[src/flash_host_pkg.sv]
package flash_host_pkg;
   // register offsets of the command port
   localparam logic [3:0] REG_CTRL   = 4'h0;
   localparam logic [3:0] REG_ADDR   = 4'h1;
   localparam logic [3:0] REG_WDATA  = 4'h2;
   localparam logic [3:0] REG_RDATA  = 4'h3;
   localparam logic [3:0] REG_STATUS = 4'h4;
   // control bit positions
   localparam int CTRL_GO_READ  = 0;
   localparam int CTRL_GO_WRITE = 1;
   localparam int CTRL_GO_RESET = 2;
   localparam int CTRL_WORD     = 3;
   localparam int CTRL_ID_MODE  = 4;
   localparam int CTRL_TEMP_UNP = 5;
   // timing in nanoseconds and clock rate
   localparam int CLK_NS          = 100;
   localparam int ACCESS_NS       = 100;
   localparam int WRITE_PULSE_NS  = 100;
   localparam int RESET_PULSE_NS  = 500;
   localparam int READY_RECOV_NS  = 100;
   localparam int RESET_RECOV_NS  = 100;
   localparam logic [7:0] ACCESS_CYC =
      8'((ACCESS_NS + CLK_NS - 1) / CLK_NS + 1);
   localparam logic [7:0] WRITE_CYC =
      8'((WRITE_PULSE_NS + CLK_NS - 1) / CLK_NS);
   localparam logic [7:0] RESET_CYC =
      8'((RESET_PULSE_NS + CLK_NS - 1) / CLK_NS);
   localparam logic [7:0] READY_RECOV_CYC =
      8'((READY_RECOV_NS + CLK_NS - 1) / CLK_NS);
   localparam logic [7:0] RESET_RECOV_CYC =
      8'((RESET_RECOV_NS + CLK_NS - 1) / CLK_NS);
   localparam logic [15:0] DATA_RESET = 16'h0000;
   localparam logic [19:0] ADDR_RESET = 20'h0_0000;
endpackage

[src/flash_host.sv]
module flash_host
   import flash_host_pkg::*;
(
   input  wire logic        clk_i,          // 10 mhz clock
   input  wire logic        reset_n_i,      // async reset, active low
   input  wire logic [3:0]  reg_addr_i,     // register address
   input  wire logic [19:0] reg_wdata_i,    // register write data
   input  wire logic        reg_wr_i,       // write strobe
   input  wire logic        reg_rd_i,       // read strobe
   output logic      [19:0] reg_rdata_o,    // read data, next cycle
   output logic      [18:0] flash_addr_o,   // address pins
   output logic      [15:0] flash_dq_o,     // data pins, out
   output logic      [15:0] flash_dq_oe_n_o,// data pin enable, low drives
   input  wire logic [15:0] flash_dq_i,     // data pins, in
   output logic             flash_ce_n_o,   // chip select
   output logic             flash_oe_n_o,   // output gate
   output logic             flash_we_n_o,   // write strobe
   output logic             flash_rst_n_o,  // reset pin
   output logic             flash_byte_n_o, // width select, high word
   output logic             a9_hv_o,        // elevated voltage on a9
   output logic             rst_hv_o,       // elevated voltage on reset pin
   input  wire logic        ready_busy_out_i// device ready, high
);
   import flash_host_pkg::*;

   typedef enum logic [2:0] {
      ST_IDLE, ST_READ, ST_WRITE, ST_WREC, ST_RST, ST_WAIT_RDY, ST_RECOV
   } state_e;

   state_e      state_q, state_d;
   logic [7:0]  cnt_q, cnt_d;
   logic [19:0] addr_q;
   logic [15:0] wdata_q, rdata_q;
   logic [5:0]  ctrl_q;
   logic        busy_at_rst_q;
   logic        timeout_q;
   logic        done_q;

   // command decode
   wire wr_ctrl  = reg_wr_i && (reg_addr_i == REG_CTRL);
   wire wr_addr  = reg_wr_i && (reg_addr_i == REG_ADDR);
   wire wr_wdata = reg_wr_i && (reg_addr_i == REG_WDATA);
   wire idle     = (state_q == ST_IDLE);
   wire go_read  = wr_ctrl && reg_wdata_i[CTRL_GO_READ] && idle;
   wire go_write = wr_ctrl && reg_wdata_i[CTRL_GO_WRITE] && idle;
   wire go_reset = wr_ctrl && reg_wdata_i[CTRL_GO_RESET];
   wire word_m   = ctrl_q[CTRL_WORD];
   wire cnt_zero = (cnt_q == 8'h00);
   wire dq5_hit  = (state_q == ST_READ) && ~ready_busy_out_i && flash_dq_i[5];

   // sequencer next state
   always_comb begin
      state_d = state_q;
      cnt_d   = cnt_zero ? 8'h00 : cnt_q - 8'h01;
      if (go_reset) begin
         state_d = ST_RST;
         cnt_d   = RESET_CYC;
      end else begin
         case (state_q)
            ST_IDLE: begin
               if (go_read) begin
                  state_d = ST_READ;
                  cnt_d   = ACCESS_CYC;
               end else if (go_write) begin
                  state_d = ST_WRITE;
                  cnt_d   = WRITE_CYC;
               end
            end
            ST_READ: begin
               if (cnt_zero) begin
                  state_d = ST_IDLE;
               end
            end
            ST_WRITE: begin
               if (cnt_zero) begin
                  state_d = ST_WREC;
                  cnt_d   = 8'h01;
               end
            end
            ST_WREC: begin
               if (cnt_zero) begin
                  state_d = ST_IDLE;
               end
            end
            ST_RST: begin
               if (cnt_zero) begin
                  state_d = busy_at_rst_q ? ST_WAIT_RDY : ST_RECOV;
                  cnt_d   = RESET_RECOV_CYC;
               end
            end
            ST_WAIT_RDY: begin
               cnt_d = READY_RECOV_CYC;
               if (ready_busy_out_i) begin
                  state_d = ST_RECOV;
               end
            end
            ST_RECOV: begin
               if (cnt_zero) begin
                  state_d = ST_IDLE;
               end
            end
            default: state_d = ST_IDLE;
         endcase
      end
   end

   // sequencer registers
   always_ff @(posedge clk_i or negedge reset_n_i) begin
      if (!reset_n_i) begin
         state_q <= ST_IDLE;
         cnt_q   <= 8'h00;
      end else begin
         state_q <= state_d;
         cnt_q   <= cnt_d;
      end
   end

   // software registers
   always_ff @(posedge clk_i or negedge reset_n_i) begin
      if (!reset_n_i) begin
         ctrl_q  <= 6'h00;
         addr_q  <= ADDR_RESET;
         wdata_q <= DATA_RESET;
      end else begin
         if (wr_ctrl) begin
            ctrl_q <= reg_wdata_i[5:0];
         end
         if (wr_addr) begin
            addr_q <= reg_wdata_i;
         end
         if (wr_wdata) begin
            wdata_q <= reg_wdata_i[15:0];
         end
      end
   end

   // capture read data, busy at reset, sticky flags (set wins)
   always_ff @(posedge clk_i or negedge reset_n_i) begin
      if (!reset_n_i) begin
         rdata_q       <= DATA_RESET;
         busy_at_rst_q <= 1'b0;
         timeout_q     <= 1'b0;
         done_q        <= 1'b0;
      end else begin
         if (state_q == ST_READ && cnt_zero) begin
            rdata_q <= word_m ? flash_dq_i : {8'h00, flash_dq_i[7:0]};
         end
         if (go_reset) begin
            busy_at_rst_q <= ~ready_busy_out_i;
         end
         if (dq5_hit) begin
            timeout_q <= 1'b1;
         end else if (go_reset) begin
            timeout_q <= 1'b0;
         end
         if ((state_q != ST_IDLE) && (state_d == ST_IDLE)) begin
            done_q <= 1'b1;
         end else if (go_read || go_write || go_reset) begin
            done_q <= 1'b0;
         end
      end
   end

   // pin drive, width and modes follow a control word written this cycle
   wire [5:0] ctrl_d   = wr_ctrl ? reg_wdata_i[5:0] : ctrl_q;
   wire       word_d   = ctrl_d[CTRL_WORD];
   wire       nx_read  = (state_d == ST_READ);
   wire       nx_write = (state_d == ST_WRITE);
   wire       nx_rst   = (state_d == ST_RST);
   wire       in_read  = (state_q == ST_READ);
   wire       in_write = (state_q == ST_WRITE);
   always_ff @(posedge clk_i or negedge reset_n_i) begin
      if (!reset_n_i) begin
         flash_ce_n_o    <= 1'b1;
         flash_oe_n_o    <= 1'b1;
         flash_we_n_o    <= 1'b1;
         flash_rst_n_o   <= 1'b0;
         flash_addr_o    <= 19'h0_0000;
         flash_dq_o      <= DATA_RESET;
         flash_dq_oe_n_o <= 16'hFFFF;
         flash_byte_n_o  <= 1'b0;
         a9_hv_o         <= 1'b0;
         rst_hv_o        <= 1'b0;
      end else begin
         flash_ce_n_o   <= ~(nx_read || nx_write);
         flash_oe_n_o   <= ~nx_read;
         flash_we_n_o   <= ~nx_write;
         flash_rst_n_o  <= ~nx_rst;
         flash_byte_n_o <= word_d;
         flash_addr_o   <= word_d ? addr_q[18:0] : addr_q[19:1];
         a9_hv_o        <= ctrl_d[CTRL_ID_MODE];
         rst_hv_o       <= ctrl_d[CTRL_TEMP_UNP] && !nx_rst;
         flash_dq_o     <= word_d ? wdata_q :
                           {7'h00, addr_q[0], wdata_q[7:0]};
         if (state_d == ST_WRITE || state_d == ST_WREC) begin
            flash_dq_oe_n_o <= word_d ? 16'h0000 : 16'h7F00;
         end else if (!word_d && nx_read) begin
            flash_dq_oe_n_o <= 16'h7FFF;       // dq15 driven low; flash_dq_o puts lsb address on dq8
         end else begin
            flash_dq_oe_n_o <= 16'hFFFF;
         end
      end
   end

   // register readback
   wire [19:0] status_w = {13'h0000, ready_busy_out_i, timeout_q,
                           busy_at_rst_q, done_q, in_read, in_write, ~idle};
   wire [19:0] rd_mux = (reg_addr_i == REG_CTRL)   ? {14'h0000, ctrl_q} :
                        (reg_addr_i == REG_ADDR)   ? addr_q :
                        (reg_addr_i == REG_WDATA)  ? {4'h0, wdata_q} :
                        (reg_addr_i == REG_RDATA)  ? {4'h0, rdata_q} :
                        (reg_addr_i == REG_STATUS) ? status_w : 20'h0_0000;
   always_ff @(posedge clk_i or negedge reset_n_i) begin
      if (!reset_n_i) begin
         reg_rdata_o <= 20'h0_0000;
      end else begin
         reg_rdata_o <= reg_rd_i ? rd_mux : 20'h0_0000;
      end
   end
endmodule

[config.mk]
export PLATFORM = sky130hd
export DESIGN_NAME = flash_host
export DESIGN_NICKNAME = d
export VERILOG_FILES = /design/src/flash_host_pkg.sv /design/src/flash_host.sv
export SDC_FILE = /design/constraint.sdc
export NUM_CORES = 1
export LEC_CHECK = 0
export ABC_CLOCK_PERIOD_IN_PS = 2450
export BUFFER_PORTS_ARGS = -buffer_cell sky130_fd_sc_hd__buf_2
export CAP_MARGIN = 20
export CORE_ASPECT_RATIO = 1.5
export CORE_MARGIN = 5
export CORE_UTILIZATION = 54
export CTS_CLUSTER_SIZE = 10
export DETAILED_ROUTE_END_ITERATION = 6
export PLACE_DENSITY = 0.91
export SYNTH_ARGS = -nofsm -noshare
export SYNTH_HDL_FRONTEND = slang
export SYNTH_SLANG_ARGS = --single-unit
[constraint.sdc]
create_clock -name clk_i -period 2.45 [get_ports clk_i]
set_input_delay 0.3675 -clock clk_i [delete_from_list [all_inputs] [get_ports clk_i]]
set_output_delay 0.3675 -clock clk_i [all_outputs]
set_load 0.05 [all_outputs]
==> flow_summary.toml <==
[detailed_routing]
drt_iter0_markers = 370
postRouteAntennaNets = 0
wl_met1_mm = 5.13
top_layer = "met4"
vias_per_cell = 5.56
route.detailed.drc = 0
dr_wl_met3_um = 917
dr_total_vias = 4369
drt_pre_antenna_iters = 5
wirelength_mm = 14.7
wl_met2_mm = 8.00
wl_per_cell_um = 18.7

[pwr]
p_leak_nw = 3.42
worst_ir_drop_vdd_uv = 650
power_density_nw_per_um2 = 1160

[cells_and_area]
layout-drive-gt1-share = 0.380
nets = 676
syn2layout_area_growth_pct = 22.6
stdcell_area_um2 = 7090
antenna-diode-count = 0
regArea_um2 = 3390
fill_cells = 728
multi_input_area_um2 = 2090

[setup_path]
regToRegSetupSlack_ns = 0.19
crit_buf_inv = 1
critPathRequiredTime_ns = 2.75
critPathTopFamily = "compound AO/OA/AOI/OAI gates"
path_cells = "inv_1, ha_1, nor4b_2, and2_2, a22oi_1, o32ai_2, o21ai_0, a32o_1"
setup.worst_path.end_class = "register"
slowest_stage = "dfrtp_1"
critPathKind = "reg -> reg"
critPathArrivalTime_ns = 2.57
critPathMaxFanout = 8
max_stage_delay_ns = 0.41
cp-start-kind = "register"

[floorplanning]
start_util = 0.549
fp-row-count = 46
io_pins = 123
die-area_um2 = 12900
die_h_um = 137
core-area_um2 = 10500
chipWidth_um = 94.5

[synth]
syn_area_per_cell_um2 = 11.3
yosys_warnings = 0
syn_area_um2 = 5780
synth-main-ff-cell = "dfrtp_1"
async_flop_share = 1.00
seq_area_frac_synth = 0.585
synthCells = 510
netlist_top_cells_count = "dfrtp_1, mux2_2, nand2_1, a21oi_1, nor2_1"
yosysTopAreaCell = "dfrtp_1"
synth_fp_nets = 557
yosysTopAreaCellShare = 0.558
synth-seq-cells = 135
yosys.cell_count.top_type = "dfrtp_1"
synth.top_cells.by_area = "dfrtp_1, mux2_2, nand2_1, a21oi_1, o21ai_0"
yosys.cell_types.count = 52
synth_edf_count = 0

[placed_design]
placed_area_um2 = 6510
gp_congestion = 0.895
port_buffers = 122
dpl.hpwl_mm = 10.5

[grt]
grt_start_max_net_pins = 70
grt_pass1_vias = 4633
grt_overflow = 0
grt_usage = 0.237
grt_pass1_wl_mm = 23.0
antenna_found_initial = 0

[clock_network]
max-clock-path-buffers = 2
cts-buffers-inserted = 17
cts.sinks = 135
worstSkewPairLatency_ns = 0.42
clk_pin_slew_ns = 0.06
cts_tree = "done"
cts.htree.levels = 4
cts-root-buf = "clkbuf_16"

[sta]
relSlewSlack = 0.576
finClkSkew_ns = 0.00766
finalCritPeriodShare = 0.923
fmaxAchievable_mhz = 442
fin_setup_tns_ns = 0
timing.final.crit_period_ns = 2.26
hold_viol = 0
slew_viol_final = 0
worstMarginPinSlew_ns = 0.635
rsz0062_at_grt = "false"
setup_viol = 0

[job]
cap_viol_max_count = 0

[run_status]
status = "complete, no violations"

[hold_path]
hold_path_class = "in -> reg"
==> worst reg2reg max path, cell delays in order, from the launching register on <==
cell     delay (ns)
dfrtp_1        0.41
inv_1          0.13
ha_1           0.15
nor4b_2        0.28
and2_2         0.30
a22oi_1        0.10
o32ai_2        0.39
o21ai_0        0.14
a32o_1         0.26
==> per-layer routing <==
metal / GRT usage / vias to the layer above
li1: - / 1980
met1: 0.249 / 2149
met2: 0.422 / 193
met3: 0.0616 / 47
met4: 0.138 / 0
met5: 0 / -
==> cell type report <==
cell class / instances / area share
Timing Repair Buffer: 139 / 0.111
Tap cell: 144 / 0.0254
Inverter: 21 / 0.0111
Clock buffer: 19 / 0.0625
Clock inverter: 13 / 0.0171
Sequential cell: 135 / 0.478
Multi-Input combinational cell: 315 / 0.295
==> path summary, 6_finish.rpt <==
| kind | start | endpoint | depth (start not counted) |
|---|---|---|---|
| max in group asynchronous | reset_n_i | flash_we_n_o | 3 |
| max reg2reg | cnt_q[0] | done_q | 8 |
| max | cnt_q[0] | done_q | 8 |
| min in group asynchronous | reset_n_i | wdata_q[5] | 2 |
| min | flash_dq_i[7] | rdata_q[7] | 2 |
| min reg2reg | wdata_q[3] | flash_dq_o[3] | 0 |
==> stage by stage <==
stage	worst slack, ns	power, mW	std cells	utilization	hold slack, ns
after global routing	0.0181	8.54	786	0.673	0.172
final	0.188	8.19	786	0.673	0.187
after detailed placement	0.116	5.82	753	0.618	0.398
after global placement	0.227	5.72	753	0.618	0.399
after floorplan	0.380	5.16	510	-	0.0719
after CTS	0.106	8.23	786	0.673	0.173
==> flip-flops by register name (all words and copies together), names as in the netlist, 3 cells and up <==
signal and count:
state_q 3, flash_dq_oe_n_o 3, addr_q 20, cnt_q 8, rdata_q 16, flash_dq_o 16, wdata_q 16, flash_addr_o 19
reg_rdata_o 20, ctrl_q 6
==> repair_timing <==
action                                  in CTS  in global routing
hold buffers                                 1                  0
endpoints found under the setup margin       0                  3
buffers inserted                             0                  0
resized for setup                            0                  1
endpoints found under the hold margin       66                  0
==> placed cells by master, fill, tap and decap left out, types with 6 or more instances in the layout <==
cell | Yosys | routed
dfrtp_1 | 129 | 129
buf_2 | 6 | 121
mux2_2 | 61 | 61
nand2_1 | 52 | 52
a21oi_1 | 37 | 37
nor2_1 | 35 | 35
o21ai_0 | 32 | 32
inv_1 | 21 | 21
clkbuf_16 | 0 | 17
nor3_1 | 15 | 15
buf_4 | 15 | 13
nor2b_1 | 11 | 11
dfstp_2 | 6 | 6
==> logic make-up (layout without fill, tap and decap cells) <==
| family | count (synthesis) | count (layout) | synth area share |
|---|---|---|---|
| flops | 135 | 135 | 0.585 |
| buf+inv | 60 | 192 | 0.0526 |
| mux | 68 | 68 | 0.133 |
| xor+xnor | 5 | 5 | 0.00757 |
| simple gates | 144 | 144 | 0.119 |
| fa+ha+maj | 3 | 3 | 0.00606 |
| compound gates | 95 | 95 | 0.0963 |
==> where the power goes <==
group / switching (mW) / internal, mW
logic: 1.78 / 0.802
clock network: 0.965 / 1.43
registers: 0.432 / 2.79
No activity file was read; power rests on OpenSTA's default activity.
